**config.mk**
```make
export PLATFORM = sky130hd
export DESIGN_NAME = bridge_misc_control_status
export DESIGN_NICKNAME = d
export VERILOG_FILES = /design/src/bridge_misc_pkg.sv /design/src/bridge_misc_control_status.sv
export SDC_FILE = /design/constraint.sdc
export NUM_CORES = 1
export LEC_CHECK = 0
export BUFFER_PORTS_ARGS = -buffer_cell sky130_fd_sc_hd__buf_2
export CAP_MARGIN = 30
export CORE_UTILIZATION = 52
export DETAILED_ROUTE_END_ITERATION = 10
export PLACE_DENSITY = 0.82
export SLEW_MARGIN = 20
export SYNTH_ARGS = -nofsm -noshare
export SYNTH_HDL_FRONTEND = slang
export SYNTH_SLANG_ARGS = --single-unit
```
**constraint.sdc**
```tcl
create_clock -name clk -period 2.2 [get_ports clk]
set_input_delay 0.11 -clock clk [delete_from_list [all_inputs] [get_ports clk]]
set_output_delay 0.11 -clock clk [all_outputs]
set_load 0.01 [all_outputs]
```
**src/bridge_misc_pkg.sv**
```systemverilog
// constants shared by the miscellaneous control and eeprom access block
// assumes a single 250 MHz clock and word-wide register accesses
package bridge_misc_pkg;
   // register offsets, byte addresses
   localparam logic [11:0] MISC_CONTROL_STATUS_OFS = 12'h800;
   localparam logic [11:0] EE_CS_OFS = 12'h804;
   localparam logic [11:0] MISC2_OFS = 12'h808;
   // misc control and status fields
   localparam int SOFT_RST_BIT = 31;
   localparam int MA_OFF_BIT = 20;
   localparam int SYNC_GRANT_BIT = 19;
   localparam int SYNC_BUSY_BIT = 18;
   localparam int BYTE_ORDER_BIT = 16;
   localparam int MODES_LSB = 14;
   localparam int FIFO_LSB = 8;
   localparam int PREFETCH_LSB = 0;
   localparam logic [5:0] PREFETCH_RST = 6'h01;
   // eeprom control and status fields
   localparam int EE_ADDR_LSB = 24;
   localparam int EE_DATA_LSB = 16;
   localparam int EE_ACT_BIT = 7;
   localparam int EE_READ_BIT = 6;
   // second control register fields
   localparam int TA_ON_BIT = 18;
   localparam int EE_ENABLE_BIT = 3;
   localparam logic [31:0] MISC2_RST = 32'h0000_0000;
   // strap capture waits for the synchronisers to fill
   localparam logic [1:0] STRAP_WAIT = 2'h2;
   // master processor families selected by the mode field
   typedef enum logic [1:0] {
      MASTER_FIRST,
      MASTER_SECOND,
      MASTER_THIRD
   } master_type_t;
endpackage

```
**src/bridge_misc_control_status.sv**
```systemverilog
// miscellaneous control, reset control and eeprom register port
// assumes a same-clock serial eeprom engine, pins synchronised here
`timescale 1ns/10ps
`default_nettype none

module bridge_misc_control_status (
   input wire logic clk,
   input wire logic rst_n,
   // pins from outside the clock domain
   input wire logic pci_rst_n,
   input wire logic local_reset_in_n,
   input wire logic burst_progress_strap,
   input wire logic size_strap_bit,
   input wire logic ee_sda_in,
   input wire logic id_enable_strap,
   // register port, one access per strobe
   input wire logic reg_wr,
   input wire logic reg_rd,
   input wire logic [11:0] reg_addr,
   input wire logic [31:0] reg_wdata,
   output logic [31:0] reg_rdata,
   output logic reg_ack,
   // serial eeprom engine, same clock
   input wire logic ee_loading,
   input wire logic ee_done,
   input wire logic [7:0] ee_rdata,
   output logic ee_start,
   output logic ee_read,
   output logic [7:0] ee_addr,
   output logic [7:0] ee_wdata,
   // local bus control
   output logic local_reset_out_n,
   output logic [7:0] prefetch_bytes,
   output logic [1:0] strap_bus_modes,
   output logic [1:0] master_type,
   output logic slave_family,
   output logic sync_grant_sel,
   output logic sync_busy_sel,
   // byte order per data channel
   input wire logic target_order_invert,
   input wire logic dma_order_invert,
   output logic slave_swap,
   output logic target_swap,
   output logic dma_swap,
   output logic target_abort_to_error
);

   localparam int NSYNC = 6;
   // reset values of the synchronisers: reset pins idle high
   localparam logic [NSYNC-1:0] SYNC_RST = 6'h03;

   // decode of the mode field into a master type
   function automatic bridge_misc_pkg::master_type_t decode_master(
         input logic [1:0] m);
      bridge_misc_pkg::master_type_t t;
      t = bridge_misc_pkg::MASTER_FIRST;
      if (m == 2'h2) begin
         t = bridge_misc_pkg::MASTER_SECOND;
      end else if (m == 2'h3) begin
         t = bridge_misc_pkg::MASTER_THIRD;
      end
      return t;
   endfunction

   // two-stage synchronisers for every pin
   logic [NSYNC-1:0] pin_raw;
   logic [NSYNC-1:0] meta_q;
   logic [NSYNC-1:0] sync_q;
   assign pin_raw = {id_enable_strap, ee_sda_in, size_strap_bit,
                     burst_progress_strap, local_reset_in_n, pci_rst_n};

   genvar g;
   generate
      for (g = 0; g < NSYNC; g++) begin : g_sync
         // first stage feeds only the second
         always_ff @(posedge clk or negedge rst_n) begin
            if (!rst_n) begin
               meta_q[g] <= SYNC_RST[g];
               sync_q[g] <= SYNC_RST[g];
            end else begin
               meta_q[g] <= pin_raw[g];
               sync_q[g] <= meta_q[g];
            end
         end
      end
   endgenerate

   // synchronised pin levels
   wire pci_rst_act = !sync_q[0];
   wire lrst_in_act = !sync_q[1];
   wire burst_s = sync_q[2];
   wire size_s = sync_q[3];
   wire sda_s = sync_q[4];
   wire id_s = sync_q[5];

   // register state
   logic soft_rst_q, soft_rst_d;
   logic pci_hold_q, pci_hold_d; // output held through pci reset
   logic lrst_out_q;
   logic ma_off_q;
   logic sync_grant_q, sync_busy_q;
   logic byte_order_q;
   logic [1:0] fifo_q; // two mode bits that must stay zero
   logic [5:0] prefetch_q;
   logic [1:0] modes_q;
   logic [1:0] cap_cnt_q;
   logic strap_done_q;
   logic [31:0] misc2_q;
   logic [7:0] ee_addr_q, ee_data_q;
   logic ee_read_q;
   logic ee_busy_q;
   logic ee_start_q;
   logic no_ee_q;
   logic [31:0] rdata_q;
   logic ack_q;

   // address decode
   wire hit_misc = reg_addr == bridge_misc_pkg::MISC_CONTROL_STATUS_OFS;
   wire hit_ee = reg_addr == bridge_misc_pkg::EE_CS_OFS;
   wire hit_misc2 = reg_addr == bridge_misc_pkg::MISC2_OFS;
   wire wr_misc = reg_wr && hit_misc;
   wire wr_misc2 = reg_wr && hit_misc2;

   // eeprom access gating
   wire ee_enable = misc2_q[bridge_misc_pkg::EE_ENABLE_BIT];
   wire ee_usable = !no_ee_q || ee_enable;
   wire ee_active = ee_busy_q || ee_loading;
   // writes to a busy register are dropped silently
   wire ee_accept = reg_wr && hit_ee && !ee_active && ee_usable &&
                    !pci_rst_act;

   // soft reset control: the reset inputs beat a software write
   always_comb begin
      soft_rst_d = soft_rst_q;
      pci_hold_d = pci_hold_q;
      if (wr_misc) begin
         soft_rst_d = reg_wdata[bridge_misc_pkg::SOFT_RST_BIT];
      end
      if (pci_rst_act) begin
         // keep the output asserted while pci reset lasts
         pci_hold_d = soft_rst_q || pci_hold_q;
         soft_rst_d = 1'b0;
      end else begin
         pci_hold_d = 1'b0;
      end
      if (lrst_in_act) begin
         // the input is not fed from the output outside
         soft_rst_d = 1'b0;
         pci_hold_d = 1'b0;
      end
   end

   // soft reset state and the registered reset output
   always_ff @(posedge clk or negedge rst_n) begin
      if (!rst_n) begin
         soft_rst_q <= 1'b0;
         pci_hold_q <= 1'b0;
         lrst_out_q <= 1'b0;
      end else begin
         soft_rst_q <= soft_rst_d;
         pci_hold_q <= pci_hold_d;
         lrst_out_q <= soft_rst_d || pci_hold_d;
      end
   end

   // strap capture a fixed delay after general reset release
   always_ff @(posedge clk or negedge rst_n) begin
      if (!rst_n) begin
         cap_cnt_q <= 2'h0;
         strap_done_q <= 1'b0;
         modes_q <= 2'h0;
      end else if (!strap_done_q) begin
         cap_cnt_q <= cap_cnt_q + 2'h1;
         if (cap_cnt_q == bridge_misc_pkg::STRAP_WAIT) begin
            strap_done_q <= 1'b1;
            modes_q <= {burst_s, size_s};
         end
      end
   end

   // the sync selects take their reset value from the mode straps
   wire [1:0] cap_modes = {burst_s, size_s};
   wire cap_sync = decode_master(cap_modes) !=
                   bridge_misc_pkg::MASTER_FIRST;

   // misc control register fields
   always_ff @(posedge clk or negedge rst_n) begin
      if (!rst_n) begin
         ma_off_q <= 1'b0;
         sync_grant_q <= 1'b0;
         sync_busy_q <= 1'b0;
         byte_order_q <= 1'b0;
         fifo_q <= 2'h0;
         prefetch_q <= bridge_misc_pkg::PREFETCH_RST;
      end else if (!strap_done_q) begin
         // reset values are taken from the straps when capture ends
         if (cap_cnt_q == bridge_misc_pkg::STRAP_WAIT) begin
            sync_grant_q <= cap_sync;
            sync_busy_q <= cap_sync;
         end
      end else if (wr_misc) begin
         ma_off_q <= reg_wdata[bridge_misc_pkg::MA_OFF_BIT];
         sync_grant_q <= reg_wdata[bridge_misc_pkg::SYNC_GRANT_BIT];
         sync_busy_q <= reg_wdata[bridge_misc_pkg::SYNC_BUSY_BIT];
         byte_order_q <= reg_wdata[bridge_misc_pkg::BYTE_ORDER_BIT];
         fifo_q <= reg_wdata[bridge_misc_pkg::FIFO_LSB +: 2];
         prefetch_q <= reg_wdata[bridge_misc_pkg::PREFETCH_LSB +: 6];
      end
   end

   // second control register, stored whole
   always_ff @(posedge clk or negedge rst_n) begin
      if (!rst_n) begin
         misc2_q <= bridge_misc_pkg::MISC2_RST;
      end else if (wr_misc2) begin
         misc2_q <= reg_wdata;
      end
   end

   // eeprom presence is sampled for as long as pci reset lasts
   always_ff @(posedge clk or negedge rst_n) begin
      if (!rst_n) begin
         no_ee_q <= 1'b0;
      end else if (pci_rst_act) begin
         no_ee_q <= !sda_s && !id_s;
      end
   end

   // eeprom register: fields cleared by pci reset
   always_ff @(posedge clk or negedge rst_n) begin
      if (!rst_n) begin
         ee_addr_q <= 8'h00;
         ee_data_q <= 8'h00;
         ee_read_q <= 1'b0;
         ee_busy_q <= 1'b0;
         ee_start_q <= 1'b0;
      end else if (pci_rst_act) begin
         ee_addr_q <= 8'h00;
         ee_data_q <= 8'h00;
         ee_read_q <= 1'b0;
         ee_busy_q <= 1'b0;
         ee_start_q <= 1'b0;
      end else begin
         ee_start_q <= ee_accept;
         if (ee_accept) begin
            ee_addr_q <= reg_wdata[bridge_misc_pkg::EE_ADDR_LSB +: 8];
            ee_data_q <= reg_wdata[bridge_misc_pkg::EE_DATA_LSB +: 8];
            ee_read_q <= reg_wdata[bridge_misc_pkg::EE_READ_BIT];
            ee_busy_q <= 1'b1;
         end else if (ee_busy_q && ee_done) begin
            ee_busy_q <= 1'b0;
            if (ee_read_q) begin
               ee_data_q <= ee_rdata;
            end
         end
      end
   end

   // read images of the three registers
   logic [31:0] misc_img, ee_img, rd_mux;
   always_comb begin
      misc_img = 32'h0000_0000;
      misc_img[bridge_misc_pkg::SOFT_RST_BIT] = soft_rst_q;
      misc_img[bridge_misc_pkg::MA_OFF_BIT] = ma_off_q;
      misc_img[bridge_misc_pkg::SYNC_GRANT_BIT] = sync_grant_q;
      misc_img[bridge_misc_pkg::SYNC_BUSY_BIT] = sync_busy_q;
      misc_img[bridge_misc_pkg::BYTE_ORDER_BIT] = byte_order_q;
      misc_img[bridge_misc_pkg::MODES_LSB +: 2] = modes_q;
      misc_img[bridge_misc_pkg::FIFO_LSB +: 2] = fifo_q;
      misc_img[bridge_misc_pkg::PREFETCH_LSB +: 6] = prefetch_q;
      ee_img = 32'h0000_0000;
      if (ee_usable) begin
         ee_img[bridge_misc_pkg::EE_ADDR_LSB +: 8] = ee_addr_q;
         ee_img[bridge_misc_pkg::EE_DATA_LSB +: 8] = ee_data_q;
         ee_img[bridge_misc_pkg::EE_ACT_BIT] = ee_active;
         ee_img[bridge_misc_pkg::EE_READ_BIT] = ee_read_q;
      end
      // unmapped offsets read zero
      rd_mux = 32'h0000_0000;
      if (hit_misc) begin
         rd_mux = misc_img;
      end else if (hit_ee) begin
         rd_mux = ee_img;
      end else if (hit_misc2) begin
         rd_mux = misc2_q;
      end
   end

   // answer: every access acks one cycle later, ignored or not
   always_ff @(posedge clk or negedge rst_n) begin
      if (!rst_n) begin
         rdata_q <= 32'h0000_0000;
         ack_q <= 1'b0;
      end else begin
         ack_q <= reg_wr || reg_rd;
         if (reg_rd) begin
            // bit order kept as stored whatever the byte order
            rdata_q <= rd_mux;
         end
      end
   end

   // registered local bus controls
   logic [7:0] pf_bytes_q;
   logic [1:0] mtype_q;
   logic sfam_q, slv_sw_q, tgt_sw_q, dma_sw_q, ta_map_q;
   always_ff @(posedge clk or negedge rst_n) begin
      if (!rst_n) begin
         pf_bytes_q <= 8'h04;
         mtype_q <= 2'h0;
         sfam_q <= 1'b0;
         slv_sw_q <= 1'b0;
         tgt_sw_q <= 1'b0;
         dma_sw_q <= 1'b0;
         ta_map_q <= 1'b1;
      end else begin
         pf_bytes_q <= {prefetch_q, 2'h0};
         mtype_q <= decode_master(modes_q);
         sfam_q <= modes_q[0];
         slv_sw_q <= byte_order_q;
         tgt_sw_q <= byte_order_q ^ target_order_invert;
         dma_sw_q <= byte_order_q ^ dma_order_invert;
         // error mapping of target aborts
         ta_map_q <= !ma_off_q || misc2_q[bridge_misc_pkg::TA_ON_BIT];
      end
   end

   // outputs straight from flip-flops
   assign reg_rdata = rdata_q;
   assign reg_ack = ack_q;
   assign ee_start = ee_start_q;
   assign ee_read = ee_read_q;
   assign ee_addr = ee_addr_q;
   assign ee_wdata = ee_data_q;
   assign local_reset_out_n = !lrst_out_q;
   assign prefetch_bytes = pf_bytes_q;
   assign strap_bus_modes = modes_q;
   assign master_type = mtype_q;
   assign slave_family = sfam_q;
   assign sync_grant_sel = sync_grant_q;
   assign sync_busy_sel = sync_busy_q;
   assign slave_swap = slv_sw_q;
   assign target_swap = tgt_sw_q;
   assign dma_swap = dma_sw_q;
   assign target_abort_to_error = ta_map_q;

endmodule

`default_nettype wire

```
### Word level (Yosys, flattened, before mapping)

Index checks and enable logic that the tools add are counted.

| word-level totals | value |
|---|---|
| bits of input ports | 66 |
| flip-flop bits (word level) | 130 |
| output and inout port bits | 71 |

| operators by class | value |
|---|---|
| equality and inequality tests | 12 |
| reduce and logical (&&, ||, !) cells | 26 |
| add/sub/neg operators | 1 |
| multiplexer cells | 33 |
| bitwise logic cells | 3 |

Operator list:

| cell | count |
|---|---|
| 2-to-1 mux 32 bit | 3 |
| 2-to-1 mux 8 bit | 6 |
| == test 12 bit, second input constant | 3 |
| 2-to-1 mux 1 bit | 18 |
| 2-to-1 mux 16 bit | 1 |
| == test 2 bit, second input constant | 5 |
| 2-to-1 mux 2 bit | 5 |
| logical AND 1 bit | 8 |
| AND reduction 2 bit | 4 |
| zero test 1 bit | 6 |
| logical OR 1 bit | 6 |
| != test 3 x 1 -> 1 bit, second input constant | 2 |
| != test 2 x 1 -> 1 bit, second input constant | 2 |
| nonzero test 2 bit | 2 |
| adder 2 x 1 -> 2 bit, second input constant | 1 |
| XOR 1 bit | 2 |
| inverter 1 bit | 1 |

### Longest topological paths before layout

| depth | value |
|---|---|
| word-level depth | 7 |
| depth in mapped cells | 6 |
| gate-level depth less buffers | 5 |

### Worst setup path after synthesis

Ideal clock, no wire load.

| timing path | value |
|---|---|
| path type | input port to flip-flop |
| start point | input port reg_addr[10] |
| end point | register byte_order_q |
| buffers on the path | 2 |
| data required time | 2072 ps |
| data arrival time | 1864 ps |
| library setup time | 128 ps |
| stages | 6 |
| path slack | 209 ps |
| cell sequence | or4b_4 buf_6 nor4_4 and3_1 buf_4 mux2_1 |

| on the way | value |
|---|---|
| longest elaborated chain between the ends | 3 |

Ends and longest elaborated chain:

| item | RTL line | source |
|---|---|---|
| start: declaration | bridge_misc_control_status.sv:19 | `input wire logic [11:0] reg_addr,` |
| == test 12 bit | bridge_misc_control_status.sv:118 | `wire hit_misc = reg_addr == bridge_misc_pkg::MISC_CONTROL_STATUS_OFS;` |
| logical AND 1 bit | bridge_misc_control_status.sv:121 | `wire wr_misc = reg_wr && hit_misc;` |
| AND reduction 2 bit (no line) | -- |  |
| end signal: assignment | bridge_misc_control_status.sv:205 | `byte_order_q <= reg_wdata[bridge_misc_pkg::BYTE_ORDER_BIT];` |
| end: declaration | bridge_misc_control_status.sv:102 | `logic byte_order_q;` |

Every way passes these cells.
A chain may end at the register's enable or synchronous reset.

### Final worst setup path

| timing path | value |
|---|---|
| start point | register no_ee_q |
| end point | register ee_data_q[6], in the netlist ee_wdata[6] |

| on the way | value |
|---|---|
| longest elaborated chain between the ends | 6 |
| elaborated cells between the ends (all ways) | 9 |
| those cells by class | eq/ne: 2; mux: 2; reduce/logical: 5 |

Ends and longest elaborated chain:

| item | RTL line | source |
|---|---|---|
| start: declaration | bridge_misc_control_status.sv:113 | `logic no_ee_q;` |
| start signal: assignment | bridge_misc_control_status.sv:225 | `no_ee_q <= !sda_s && !id_s;` |
| zero test 1 bit (*) | bridge_misc_control_status.sv:126 | `wire ee_usable = !no_ee_q \|\| ee_enable;` |
| logical OR 1 bit (*) | bridge_misc_control_status.sv:126 |  |
| logical AND 1 bit (*) (2 in series) | bridge_misc_control_status.sv:129 | `wire ee_accept = reg_wr && hit_ee && !ee_active && ee_usable &&` |
| != test 3 x 1 -> 1 bit (no line) or 2-to-1 mux 8 bit (tied branches) | -- |  |
| AND reduction 2 bit (no line) or 2-to-1 mux 8 bit (tied branches) | -- |  |
| end signal: assignment | bridge_misc_control_status.sv:247 | `ee_data_q <= reg_wdata[bridge_misc_pkg::EE_DATA_LSB +: 8];` |
| end signal: assignment | bridge_misc_control_status.sv:253 | `ee_data_q <= ee_rdata;` |
| end: declaration | bridge_misc_control_status.sv:109 | `logic [7:0] ee_addr_q, ee_data_q;` |

Every way passes the cells marked *; elsewhere a longest branch is shown, timed or not.

==> flow_metrics.env <==
export IMPL_drc=0
export IMPL_relSlewSlack_pct=53.0
export IMPL_status="finished clean"
export IMPL_async_flop_share_pct=100
export IMPL_drt_iter0_markers=244
export IMPL_endpoint_kind="register"
export IMPL_max_cap_violations=0
export IMPL_grt_pass1_vias=4183
export IMPL_power_leakage_nw=3.62
export IMPL_cp_arrival_ns=2.26
export IMPL_clk_path_buf_depth=2
export IMPL_wl_per_cell_um=18.9
export IMPL_synthDistinctLibCells=46
export IMPL_rows=36
export IMPL_synth_area_leader_cell="dfrtp_1"
export IMPL_post_cts_setup_buffers=0
export IMPL_cts_root_buf="clkbuf_8"
export IMPL_antenna_found_initial=0
export IMPL_hold_viol=0
export IMPL_num_antenna_cells=0
export IMPL_grtUsageMet2_pct=45.2
export IMPL_die_width_um=102
export IMPL_ys_seq_area_share_pct=62.9
export IMPL_ant_nets=0
export IMPL_top_usage_layer="met2"
export IMPL_synth_common_cells="dfrtp_1, mux2_1, o2bb2ai_1"
export IMPL_dp_hpwl_um=8300
export IMPL_htree_levels=4
export IMPL_drive_gt1_share_pct=34.8
export IMPL_path_class="reg2reg"
export IMPL_hold_ws_ns=0.150
export IMPL_ys_ff_latch=130
export IMPL_met3_usage_pct=5.54
export IMPL_start_util_pct=53.3
export IMPL_p_per_area_nw_per_um2=782
export IMPL_crit_required_ns=2.63
export IMPL_finalInstanceArea_um2=7230
export IMPL_grt_max_degree=75
export IMPL_netlist_area_leader_share_pct=59.3
export IMPL_power_total_mw=5.65
export IMPL_synth_ff_type="dfrtp_1"
export IMPL_clkSinkCount=130
export IMPL_fill_cells=637
export IMPL_dpl_cell_area_um2=6110
export IMPL_clkSlewWorstSetupHoldPaths_ns=0.07
export IMPL_pin_count=137
export IMPL_critical_path_peak_fanout=8
export IMPL_gp_congestion=0.796
export IMPL_fin_nets=642
export IMPL_firstDrtPassIters=4
export IMPL_synthCells=374
export IMPL_setup_viol=0
export IMPL_vias=4088
export IMPL_area_growth_pct=39.3
export IMPL_ir_drop_v=0.000551
export IMPL_synth_most_common_cell="dfrtp_1"
export IMPL_clk_latency_ns=0.53
export IMPL_core_area_um2=9730
export IMPL_grt_usage_pct=28.0
export IMPL_port_buffers=134
export IMPL_grt_setup_unrepaired="false"
export IMPL_fin_tns_setup_ns=0
export IMPL_clock_skew_ns=0.0103
export IMPL_start_kind="register"
export IMPL_cts_made_buffers=17
export IMPL_timing_rr_start="no_ee_q"
export IMPL_grt_pass1_wl_um=21400
export IMPL_dieArea_um2=10400
export IMPL_cts_tree="built"
export IMPL_grtUsageMet1_pct=36.0
export IMPL_min_period_ns=1.83
export IMPL_worstSetupStartpoint="no_ee_q"
export IMPL_avgSynthCellArea_um2=13.9
export IMPL_syn_cell_area_um2=5190
export IMPL_drt_wl_total_um=13600
export IMPL_clock_fmax_mhz=545
export IMPL_fin_util_pct=74.3
export IMPL_drv_slew=0
export IMPL_hold_class="in2async"
export IMPL_synth_edff_count=0
export IMPL_viasPerCell=5.68
export IMPL_worst_pin_slew_ns=0.704
export IMPL_gr_total_overflow=0
export IMPL_synthTopCellsByArea="dfrtp_1, mux2_1, o2bb2ai_1, dfstp_2, mux2i_1"
export IMPL_die_y_um=102
export IMPL_period_share_pct=83.4
export IMPL_yosysWarnings=0
repair_timing:
| item | 4_1_cts | 5_1_grt |
|---|---|---|
| resized for setup | 0 | 0 |
| hold buffers | 52 | 0 |
| hold endpoints to repair | 140 | 0 |
metal layers:
metal / wire, µm / part of all wire, % / vias to the layer above
li1: - / - / 1796
met4: 455 / 3.3 / 0
met2: 6830 / 50 / 188
met3: 777 / 5.7 / 40
met1: 5580 / 41 / 2064
met5: 0 / 0 / -
report_power, final:
part | switching (mW) | internal [mW]
registers | 0.0293 | 2.44
clock network | 1.07 | 1.75
logic | 0.193 | 0.176
layout make-up:
| class | count | area, µm² | area share [%] |
|---|---|---|---|
| Clock buffer | 18 | 428 | 5.92 |
| Clock inverter | 13 | 163 | 2.25 |
| Inverter | 12 | 45.0 | 0.623 |
| Multi-Input combinational cell | 208 | 1760 | 24.4 |
| Sequential cell | 130 | 3260 | 45.1 |
| Tap cell | 133 | 166 | 2.30 |
| Timing Repair Buffer | 206 | 1400 | 19.3 |
metrics by stage:
| step | std cells | setup slack [ns] |
|---|---|---|
| after floorplan | 375 | 0.209 |
| after global placement | 637 | 0.122 |
| after detailed placement | 637 | 0.0605 |
| after CTS | 720 | 0.399 |
| after global routing | 720 | 0.331 |
| final | 720 | 0.366 |
flip-flops by register name, summed over array words and instances, names as in the netlist, 2 cells and up:
| register | flops |
|---|---|
| ee_wdata | 8 |
| master_type | 2 |
| sync_q | 2 |
| reg_rdata | 32 |
| prefetch_q | 6 |
| ee_addr | 8 |
| strap_bus_modes | 2 |
| misc2_q | 32 |
| fifo_q | 2 |
| prefetch_bytes | 6 |
| meta_q | 6 |
| cap_cnt_q | 2 |
cell usage in the layout, fill, tap and decap left out, types with 5 or more instances in the layout:
master / Yosys / routed
dlygate4sd3_1: 0 / 52
clkbuf_16: 0 / 16
dfrtp_1: 123 / 123
nor2_1: 11 / 11
a311oi_1: 5 / 5
o221ai_1: 8 / 8
a22oi_1: 12 / 12
a2bb2oi_1: 8 / 8
o2bb2ai_1: 27 / 27
buf_4: 4 / 16
inv_1: 12 / 12
mux2i_1: 11 / 11
buf_2: 5 / 133
a22o_1: 9 / 9
a221oi_1: 7 / 7
dfstp_2: 7 / 7
nand2b_1: 8 / 8
nand2_1: 12 / 12
nand3_1: 10 / 9
clkinvlp_4: 0 / 6
mux2_1: 42 / 42
critical path, stage by stage, from the launching register on:
cell and delay (ns):
dfrtp_1 0.41, nor2b_1 0.19, or4_4 0.55, o211ai_4 0.34, a2bb2oi_1 0.24
final timing paths:
| kind | depth (start not counted) | slack [ns] | end |
|---|---|---|---|
| min in group clk | 5 | 0.15 | reg_rdata[7] |
| setup / recovery | 4 | 0.37 | ee_wdata[6] |
| setup reg to reg | 4 | 0.37 | ee_wdata[6] |
| max in group asynchronous | 3 | 1.35 | ee_wdata[1] |
| hold reg to reg | 0 | 0.35 | sync_q[0] |
| hold / removal | 2 | 0.15 | ee_addr[3] |
logic make-up after synthesis:
| family | share of synthesized area [%] |
|---|---|
| other | 0.0723 |
| multiplexers | 11.7 |
| buffers and inverters | 3.38 |
| XOR/XNOR | 0.507 |
| adder cells (fa/ha/maj) | 0.241 |
| flip-flops | 62.9 |
| AND/OR/NAND/NOR | 7.33 |
| AO/OA/AOI/OAI | 13.9 |
Note: power is estimated with default switching activity, not from simulation.
